<file path="src/shared/pwc_map.vh">
`ifndef PWC_MAP_VH
`define PWC_MAP_VH
// ==========================================
// register byte addresses
`define PWC_ADDR_CTRL 12'h000
`define PWC_ADDR_COUNTER 12'h004
`define PWC_ADDR_PERIOD 12'h008
`define PWC_ADDR_DUTY 12'h00c
`define PWC_ADDR_PRESCALE 12'h010
// ==========================================
// control register fields
`define PWC_CTRL_ENABLE 0
`define PWC_CTRL_POLARITY 1
`define PWC_CTRL_CENTER 2
`define PWC_CTRL_WIDTH 3
// ==========================================
// reset values
`define PWC_RST_BYTE 8'h00
`define PWC_RST_CTRL 3'h0
`define PWC_RST_PRESCALE 8'h00
`define PWC_ONE_BYTE 8'h01
`define PWC_ZERO_WORD 32'h00000000
`endif

</file>
<file path="src/core/pwc_channel.v">
// ==========================================
`timescale 1ns/10ps
module pwc_channel #(
  parameter CW = 8
) (
  // clock and reset
  input wire clk,
  input wire rst,
  // apb slave
  input wire psel,
  input wire penable,
  input wire pwrite,
  input wire [11:0] paddr,
  input wire [31:0] pwdata,
  output reg [31:0] prdata,
  output reg pready,
  output reg pslverr,
  // waveform pin
  output reg pwmOut
);
`include "pwc_map.vh"
  // ==========================================
  // registers
  reg [`PWC_CTRL_WIDTH-1:0] ctrl_r;
  reg [CW-1:0] prescale_r;
  reg [CW-1:0] count_r;
  reg [CW-1:0] count_nxt;
  reg countDown_r;
  reg countDown_nxt;
  reg flop_r;
  reg flop_nxt;
  reg enPrev_r;
  reg [31:0] rdata_nxt;
  reg known;
  wire enable;
  wire polarity;
  wire center;
  wire tick;
  wire gateOn;
  wire [CW-1:0] perBuf;
  wire [CW-1:0] perAct;
  wire [CW-1:0] dutyBuf;
  wire [CW-1:0] dutyAct;
  wire setup;
  wire wrCtrl;
  wire wrCounter;
  wire wrPeriod;
  wire wrDuty;
  wire wrPrescale;
  wire periodEnd;
  wire update;
  wire [CW-1:0] one;
  assign enable = ctrl_r[`PWC_CTRL_ENABLE];
  assign polarity = ctrl_r[`PWC_CTRL_POLARITY];
  assign center = ctrl_r[`PWC_CTRL_CENTER];
  assign one = {{(CW-1){1'b0}}, 1'b1};

  // ==========================================
  // bus decode
  // the access is answered in the cycle after its first access cycle, so pready pulses once per transfer
  assign setup = psel & penable & ~pready;
  assign wrCtrl = setup & pwrite & (paddr == `PWC_ADDR_CTRL);
  assign wrCounter = setup & pwrite & (paddr == `PWC_ADDR_COUNTER);
  assign wrPeriod = setup & pwrite & (paddr == `PWC_ADDR_PERIOD);
  assign wrDuty = setup & pwrite & (paddr == `PWC_ADDR_DUTY);
  assign wrPrescale = setup & pwrite & (paddr == `PWC_ADDR_PRESCALE);

  always @* begin
    known = 1'b1;
    rdata_nxt = `PWC_ZERO_WORD;
    case (paddr)
      `PWC_ADDR_CTRL: begin
        rdata_nxt[`PWC_CTRL_WIDTH-1:0] = ctrl_r;
      end
      `PWC_ADDR_COUNTER: begin
        rdata_nxt[CW-1:0] = count_r;
      end
      `PWC_ADDR_PERIOD: begin
        rdata_nxt[CW-1:0] = perBuf;
      end
      `PWC_ADDR_DUTY: begin
        rdata_nxt[CW-1:0] = dutyBuf;
      end
      `PWC_ADDR_PRESCALE: begin
        rdata_nxt[CW-1:0] = prescale_r;
      end
      default: begin
        known = 1'b0;
      end
    endcase
  end

  always @(posedge clk) begin
    if (rst) begin
      pready <= 1'b0;
      pslverr <= 1'b0;
      prdata <= `PWC_ZERO_WORD;
      ctrl_r <= `PWC_RST_CTRL;
      prescale_r <= `PWC_RST_PRESCALE;
    end else begin
      pready <= setup;
      pslverr <= setup & ~known;
      if (setup && !pwrite) begin
        prdata <= rdata_nxt;
      end
      if (wrCtrl) begin
        ctrl_r <= pwdata[`PWC_CTRL_WIDTH-1:0];
      end
      if (wrPrescale) begin
        prescale_r <= pwdata[CW-1:0];
      end
    end
  end

  // ==========================================
  // channel clock and double buffers
  // the gate waits for a prescaler tick, so the first cycle after enable starts late but is never short
  pwc_clock_gate #(
    .WIDTH(CW)
  ) gate (
    .clk(clk),
    .rst(rst),
    .divide(prescale_r),
    .enable(enable),
    .tick(tick),
    .gateOn(gateOn)
  );

  // update on period end, counter write or the falling edge of enable
  assign update = periodEnd | wrCounter | (enPrev_r & ~enable);

  pwc_dbuf #(
    .WIDTH(CW)
  ) perReg (
    .clk(clk),
    .rst(rst),
    .wrEn(wrPeriod),
    .wrData(pwdata[CW-1:0]),
    .running(enable),
    .update(update),
    .bufVal(perBuf),
    .activeVal(perAct)
  );

  pwc_dbuf #(
    .WIDTH(CW)
  ) dutyReg (
    .clk(clk),
    .rst(rst),
    .wrEn(wrDuty),
    .wrData(pwdata[CW-1:0]),
    .running(enable),
    .update(update),
    .bufVal(dutyBuf),
    .activeVal(dutyAct)
  );

  // ==========================================
  // counter and output flip-flop
  // left: count 0..per-1 then wrap; centre: up to per, down to 0
  assign periodEnd = tick & (center ? (countDown_r && count_r == one)
                                    : (count_r + one >= perAct));

  always @* begin
    count_nxt = count_r;
    countDown_nxt = countDown_r;
    flop_nxt = flop_r;
    if (wrCounter) begin
      count_nxt = `PWC_RST_BYTE;
      countDown_nxt = 1'b0;
      flop_nxt = 1'b0;
    end else if (tick) begin
      if (!center) begin
        if (periodEnd) begin
          count_nxt = `PWC_RST_BYTE;
          flop_nxt = 1'b0;
        end else begin
          count_nxt = count_r + one;
          if (count_r + one == dutyAct) begin
            flop_nxt = 1'b1;
          end
        end
      end else begin
        if (!countDown_r) begin
          count_nxt = count_r + one;
          if (count_r + one >= perAct) begin
            countDown_nxt = 1'b1;
          end
        end else begin
          count_nxt = count_r - one;
          if (count_r == one) begin
            countDown_nxt = 1'b0;
          end
        end
        flop_nxt = (count_nxt >= dutyAct);
      end
    end
  end

  always @(posedge clk) begin
    if (rst) begin
      count_r <= `PWC_RST_BYTE;
      countDown_r <= 1'b0;
      flop_r <= 1'b0;
      enPrev_r <= 1'b0;
      pwmOut <= 1'b0;
    end else begin
      count_r <= count_nxt;
      countDown_r <= countDown_nxt;
      flop_r <= flop_nxt;
      enPrev_r <= enable;
      // duty counts the high time with polarity set, the low time otherwise
      pwmOut <= polarity ? ~flop_nxt : flop_nxt;
    end
  end
endmodule

</file>
<file path="src/core/pwc_clock_gate.v">
`timescale 1ns/10ps
// edge-synchronised enable: a tick train from a prescaler, gated on only at tick boundaries, gated off at once when enable drops
module pwc_clock_gate #(
  parameter WIDTH = 8
) (
  // clock and reset
  input wire clk,
  input wire rst,
  // control
  input wire [WIDTH-1:0] divide,
  input wire enable,
  // gated tick
  output reg tick,
  output reg gateOn
);
`include "pwc_map.vh"
  reg [WIDTH-1:0] divCount_r;
  wire rawTick;
  assign rawTick = (divCount_r == divide);
  always @(posedge clk) begin
    if (rst) begin
      divCount_r <= {WIDTH{1'b0}};
      gateOn <= 1'b0;
      tick <= 1'b0;
    end else begin
      if (rawTick) begin
        divCount_r <= {WIDTH{1'b0}};
      end else begin
        divCount_r <= divCount_r + {{(WIDTH-1){1'b0}}, 1'b1};
      end
      // gateOn only follows enable on a tick edge, so no partial ticks reach the counter
      if (rawTick) begin
        gateOn <= enable;
      end
      tick <= rawTick & gateOn & enable;
    end
  end
endmodule

</file>
<file path="src/core/pwc_dbuf.v">
`timescale 1ns/10ps
// double-buffered value: buffer written by software, latch loaded on an update event
module pwc_dbuf #(
  parameter WIDTH = 8
) (
  // clock and reset
  input wire clk,
  input wire rst,
  // write side
  input wire wrEn,
  input wire [WIDTH-1:0] wrData,
  input wire running,
  input wire update,
  // values
  output reg [WIDTH-1:0] bufVal,
  output reg [WIDTH-1:0] activeVal
);
  always @(posedge clk) begin
    if (rst) begin
      bufVal <= {WIDTH{1'b0}};
      activeVal <= {WIDTH{1'b0}};
    end else begin
      if (wrEn) begin
        bufVal <= wrData;
      end
      if (wrEn && !running) begin
        activeVal <= wrData;
      end else if (update) begin
        activeVal <= bufVal;
      end
    end
  end
endmodule

</file>
<file path="config.mk">
export PLATFORM = sky130hd
export DESIGN_NAME = pwc_channel
export DESIGN_NICKNAME = d
export VERILOG_FILES = /design/src/core/pwc_channel.v /design/src/core/pwc_clock_gate.v /design/src/core/pwc_dbuf.v
export VERILOG_INCLUDE_DIRS = /design/src /design/src/shared
export SDC_FILE = /design/constraint.sdc
export NUM_CORES = 1
export LEC_CHECK = 0
export ABC_AREA = 1
export BUFFER_PORTS_ARGS = -buffer_cell sky130_fd_sc_hd__buf_2
export CAP_MARGIN = 20
export CORE_ASPECT_RATIO = 0.9
export CORE_UTILIZATION = 35
export DETAILED_ROUTE_END_ITERATION = 6
export PLACE_DENSITY = 0.54
export SLEW_MARGIN = 20
export SYNTH_ARGS = -nofsm -noshare
export SYNTH_HDL_FRONTEND = slang
export SYNTH_SLANG_ARGS = --single-unit
</file>
<file path="constraint.sdc">
create_clock -name clk -period 3.9 [get_ports clk]
set_input_delay 0.39 -clock clk [delete_from_list [all_inputs] [get_ports clk]]
set_output_delay 0.39 -clock clk [all_outputs]
set_load 0.01 [all_outputs]
</file>
[Yosys cells after proc, flatten, opt, wreduce, memory -nomap -nowiden]
Index checks and enable logic that the tools add are counted.
Storage, ports and cells
  bits in registers: 75
  input port bits: 49
  output and inout port bits: 35
Operators by class
  add/subtract/negate cells: 3
  order comparisons: 2
  eq/ne operators: 7
  multiplexer cells: 23
  bitwise operators: 19
  reduce and logical (&&, ||, !) cells: 13
Operators by type and width (count)
  2-to-1 mux 8 bit: 10
  == test 12 x 4 -> 1 bit (second input constant): 2
  case mux 5 bit (4 select lines): 1
  adder 8 x 1 -> 8 bit (second input constant): 2
  == test 8 bit: 2
  >= comparator 8 bit: 2
  case mux 3 bit (5 select lines): 1
  bitwise AND 1 bit: 13
  == test 12 x 3 -> 1 bit (second input constant): 1
  == test 12 x 5 -> 1 bit (second input constant): 1
  logical NOT 12 bit: 1
  2-to-1 mux 1 bit: 11
  == test 8 x 1 -> 1 bit (second input constant): 1
  subtractor 8 x 1 -> 8 bit (second input constant): 1
  OR reduction 5 bit: 1
  logical AND 1 bit: 4
  NOT 1 bit: 4
  nonzero test 2 bit: 2
  OR reduction 2 bit: 2
  logical NOT 1 bit: 2
  bitwise OR 1 bit: 2
  AND reduction 2 bit: 1

[Logic depth before layout (Yosys ltp)]
  depth after elaboration: 11
  mapped depth: 18
  gate-level depth less buffers: 18

[By module]
From an unflattened synthesis, not the netlist that was laid out.
Unflattened totals
  cell total of the unflattened synthesis: 711
  area, all modules: 4755.8 um^2
By module, submodules not included
  pwc_channel: times used 1, cells an instance 425, area each 2755.1 um^2, sequential area each 660.6 um^2
  pwc_dbuf: times used 2, cells an instance 109, area each 739.5 um^2, sequential area each 320.3 um^2
  pwc_clock_gate: times used 1, cells an instance 68, area each 521.8 um^2, sequential area each 200.2 um^2

[Least setup slack after synthesis]
No wires, ideal clock.
  kind: register -> register
  from: reg count_r[0]
  to: reg dutyReg.activeVal[6]
  arrival time: 2223 ps
  path slack: 1560 ps
  stages on the path, launching flop included: 16
  clock period less this slack: 2340 ps
  path through: dfxtp_1 -> ha_1 -> nand2_1 -> o21ai_1 -> nand2_1 -> inv_1 -> ha_1 -> nand2_1 -> nor2_1 -> nor3_1 -> nand2_1 -> nand3_1 -> nand3_2 -> buf_6 -> o21ai_1 -> a21oi_1
Between the ends
  word-level cells in the longest chain between the ends: 7
RTL lines
  start: declaration: line pwc_channel.v:26  | reg [CW-1:0] count_r;
  start signal: assignment: line pwc_channel.v:202  | count_r <= `PWC_RST_BYTE;
  start signal: assignment: line pwc_channel.v:208  | count_r <= count_nxt;
  adder 8 x 1 -> 8 bit or == test 8 x 1 -> 1 bit (tied branches): line pwc_channel.v:162, pwc_channel.v:161
  >= comparator 8 bit or logical AND 1 bit (tied branches): line pwc_channel.v:162, pwc_channel.v:161
  2-to-1 mux 1 bit (*): line pwc_channel.v:161  | assign periodEnd = tick & (center ? (countDown_r && count_r == one)
  bitwise AND 1 bit (*): line pwc_channel.v:161
  bitwise OR 1 bit (*) (2 in a row): line pwc_channel.v:130  | assign update = periodEnd | wrCounter | (enPrev_r & ~enable);
  nonzero test 2 bit (no line) (*)
  end signal: assignment: line pwc_dbuf.v:21  | activeVal <= {WIDTH{1'b0}};
  end signal: assignment: line pwc_dbuf.v:27  | activeVal <= wrData;
  end signal: assignment: line pwc_dbuf.v:29  | activeVal <= bufVal;
  end: declaration: line pwc_dbuf.v:16  | output reg [WIDTH-1:0] activeVal
Mark *: on every way between the ends. The rest lies on a longest branch, timed or not.
A chain may end at the register's enable or synchronous reset.

[Worst setup path after layout]
  from: reg count_r[0]
  to: reg count_r[4]
Between the ends
  word-level cells in the longest chain between the ends: 6
RTL lines
  adder 8 x 1 -> 8 bit, or another cell as far along: line pwc_channel.v:162, pwc_channel.v:178, pwc_channel.v:185
  >= comparator 8 bit, or another cell as far along: line pwc_channel.v:162  | : (count_r + one >= perAct));
  2-to-1 mux 1 bit or 2-to-1 mux 8 bit (tied branches): line pwc_channel.v:161, pwc_channel.v:173
  bitwise AND 1 bit or 2-to-1 mux 8 bit (tied branches): line pwc_channel.v:161, pwc_channel.v:172
  2-to-1 mux 8 bit, on equally long branches: line pwc_channel.v:174, pwc_channel.v:168
  2-to-1 mux 8 bit (*): line pwc_channel.v:173  | if (!center) begin
Mark *: on every way between the ends. The rest lies on a longest branch, timed or not. The select of a mux whose other input is x is not followed.

==> flow_metrics.tcl <==
set metrics [dict create \
    synth_cell_type_count 44 \
    gp_congestion 0.888 \
    synth_seq_cells 75 \
    cts_tree "built" \
    syn_inst 637 \
    cts_buffers 9 \
    ir_drop_mv 0.191 \
    ys_warn_count 0 \
    crit_path_start_kind "register" \
    die_w_um 122 \
    hold_viol_final 0 \
    synth_area_leaders "dfxtp_1 33%, nand2_1 8.8%, a21oi_1 7.1%, inv_1 6.9%, ha_1 5.5%" \
    hpwl_um 9260 \
    netlist_top_cells_count "106 x nand2_1, 83 x inv_1, 75 x dfxtp_1, 64 x a21oi_1, 47 x o21ai_0" \
    grt_setup_unrepaired "false" \
    slew_headroom 0.407 \
    yosysTopAreaCellShare 0.333 \
    cts-root-buf "clkbuf_16" \
    worst_pin_slew_ns 0.886 \
    p_leak_nw 2.21 \
    drv_slew 0 \
    cts_resized 0 \
    fmax_mhz 325 \
    synth.most_common_cell "nand2_1" \
    dr_total_vias 4197 \
    cp-end-kind "register" \
    max_stage_delay_ns 0.58 \
    insertion_delay_ns 0.33 \
    wl_um 12100 \
    h-tree-depth 3 \
    synth_edf_count 0 \
    routed_via_density 5.05 \
    dr.pass1.iters 5 \
    cap_violations 0 \
    grt_pass1_vias 3913 \
    fin_tns_setup_ns 0 \
    antenna_found_initial 0 \
    core_um2 12300 \
    drc 0 \
    num-nets-final 735 \
    min_path_type "in2reg" \
    power_mw 1.81 \
    pwr-share-seq 0.425 \
    arrival_ns 3.33 \
    grt_pass1_wl_um 20000 \
    outcome "finished, final reports clean" \
    power.density_nw_per_um2 358 \
    fillers 1282 \
    grt_use_total 0.196 \
    fin_area_um2 5060 \
    grt-ovfl-total 0 \
    holdBufCountCts 0 \
    switchingPower_uw 381 \
    grt_max_degree 36 \
    num_rows 38 \
    async_reset_ff_frac 0 \
    stdcell_count 831 \
    crit_type "reg2reg" \
    cts_buffer_depth 2 \
    synth_top_cell_by_area "dfxtp_1" \
    yosysSeqAreaShare 0.333 \
    wl_per_cell_um 14.6 \
    crit_path_frequent_cell "nand2_1" \
    sw_frac_of_total 0.210 \
    cp_max_fo 8 \
    diodes 0 \
    comb_power_share 0.040 \
    drt_iter0_markers 320 \
    syn-mean-instance-area_um2 7.08 \
    worstPathRequired_ns 4.15 \
    synth_flop_cell "dfxtp_1" \
    syn2layout_area_growth_pct 12.1 \
    placed_area_um2 4710 \
    die_height_um 110 \
    cts_sinks 75 \
    clkSlewWorstSetupHoldPaths_ns 0.06 \
    setup_viol 0 \
    drive_above_1_share 0.131 \
    dp_cells 815 \
    post_cts.repair.setup_buffers 0 \
    period_share 0.789 \
    floorplan.initialDensity 0.366 \
    die_area_um2 13300 \
    period_minus_slack_ns 3.08 \
    clkPwrFrac 0.534 \
    ios 84 \
    pre_cts_slack_ns 0.926 \
    crit_slowest_cell "a21oi_1" \
    skew_ns 0.00612 \
    synthesis.area_um2 4510 \
    path_cells "inv_2 -> nor2_2 -> nand2_1 -> xor2_1 -> inv_1 -> ha_1 -> nand2_1 -> inv_1 -> nor3_1 -> nand2_1 -> a21oi_1 -> nand3_1 -> a31oi_1" \
    portBuffers 35 \
    setup_slack_ns 0.821 \
    cell_internal_pwr_mw 1.43 \
    final_antenna_net_count 0 \
]
-- final cells by class --
cell class	instances	area [um2]	share of cell area
flip-flops and latches	75	1500	0.297
inverters	94	354	0.0700
clock inverters	5	100	0.0198
repair buffers	36	183	0.0361
multi-input cells	450	2470	0.489
clock buffers	11	243	0.0480
well taps	160	200	0.0396
-- placed cells by master, fill, tap and decap left out, types with 2 or more instances in the layout --
cell and instances:
nor3_1 5, inv_1 83, o21ai_0 47, bufinv_16 3, or2_1 3, nand4_1 9
ha_1 20, xnor2_1 3, o21ai_1 15, nor3b_1 3, nor2_1 41, a21oi_2 2
or2_2 4, conb_1 24, nand3_1 34, inv_2 10, a31oi_1 5, clkbuf_16 9
nor2_4 3, a21oi_1 64, dfxtp_1 75, xor2_1 10, o22ai_1 16, nand3_2 2
nand2_1 106, clkinv_2 3, nor2_2 6, nand2_2 2, a211oi_1 9, nor4_1 5
buf_2 35, nand4_4 2
-- metal layers --
layer | vias up | wire length [um] | track usage
met4 | 0 | 127 | 0.0573
met1 | 1888 | 6030 | 0.283
met3 | 13 | 924 | 0.0384
met5 | - | 0 | 0
li1 | 2132 | - | -
met2 | 164 | 5010 | 0.295
-- flip-flops by register name, indices dropped and copies added (netlist names) --
| signal | flops |
|---|---|
| countDown_r | 1 |
| count_r | 8 |
| ctrl_r | 3 |
| dutyReg.activeVal | 8 |
| dutyReg.bufVal | 8 |
| enPrev_r | 1 |
| flop_r | 1 |
| gate.divCount_r | 8 |
| gate.gateOn | 1 |
| gate.tick | 1 |
| perReg.activeVal | 8 |
| perReg.bufVal | 8 |
| prdata | 8 |
| pready | 1 |
| prescale_r | 8 |
| pslverr | 1 |
| pwmOut | 1 |
-- worst paths after layout --
path                   endpoint  cells after the start         from  slack (ns)
setup / recovery     count_r[4]                     13   count_r[0]        0.82
hold / removal    prescale_r[5]                      3    pwdata[5]        0.38
setup reg to reg     count_r[4]                     13   count_r[0]        0.82
hold reg to reg       gate.tick                      2  gate.gateOn        0.45
-- per-stage QoR --
stage               hold slack, ns  utilization
finish                       0.378        0.411
global route                 0.404        0.411
CTS                          0.372        0.411
detailed placement           0.443        0.383
global placement             0.445        0.383
floorplan                    0.409            -
-- worst max-delay path, delay by kind of cell (launching register included) --
family	cells	cell delay [ns]
buffers and inverters	3	0.28
and+or+nand+nor	6	0.93
DFF	1	0.55
adders and majority gates	1	0.31
xor gates and xnor gates	1	0.16
AOI/OAI and AO/OA	2	0.75
-- logic make-up (layout without fill, tap and decap cells) --
| kind of cell | count (synthesis) | count (layout) | synth area share |
|---|---|---|---|
| AO/OA/AOI/OAI | 162 | 162 | 0.196 |
| XOR/XNOR | 14 | 14 | 0.0302 |
| adder cells (fa/ha/maj) | 20 | 20 | 0.0555 |
| buffers and inverters | 135 | 146 | 0.138 |
| flip-flops | 75 | 75 | 0.333 |
| multiplexers | 1 | 1 | 0.00222 |
| other | 1 | 24 | 0.000831 |
| AND/OR/NAND/NOR | 229 | 229 | 0.245 |
-- power by group through the flow --
stage	combinational, mW	clock (mW)	sequential (mW)
finish	0.0726	0.967	0.770
global route	0.0810	1.02	0.769
CTS	0.0717	0.981	0.770
detailed placement	0.0717	0	0.787
global placement	0.0706	0	0.786
floorplan	0.0564	0	0.787
(Power assumes the default switching activity.)
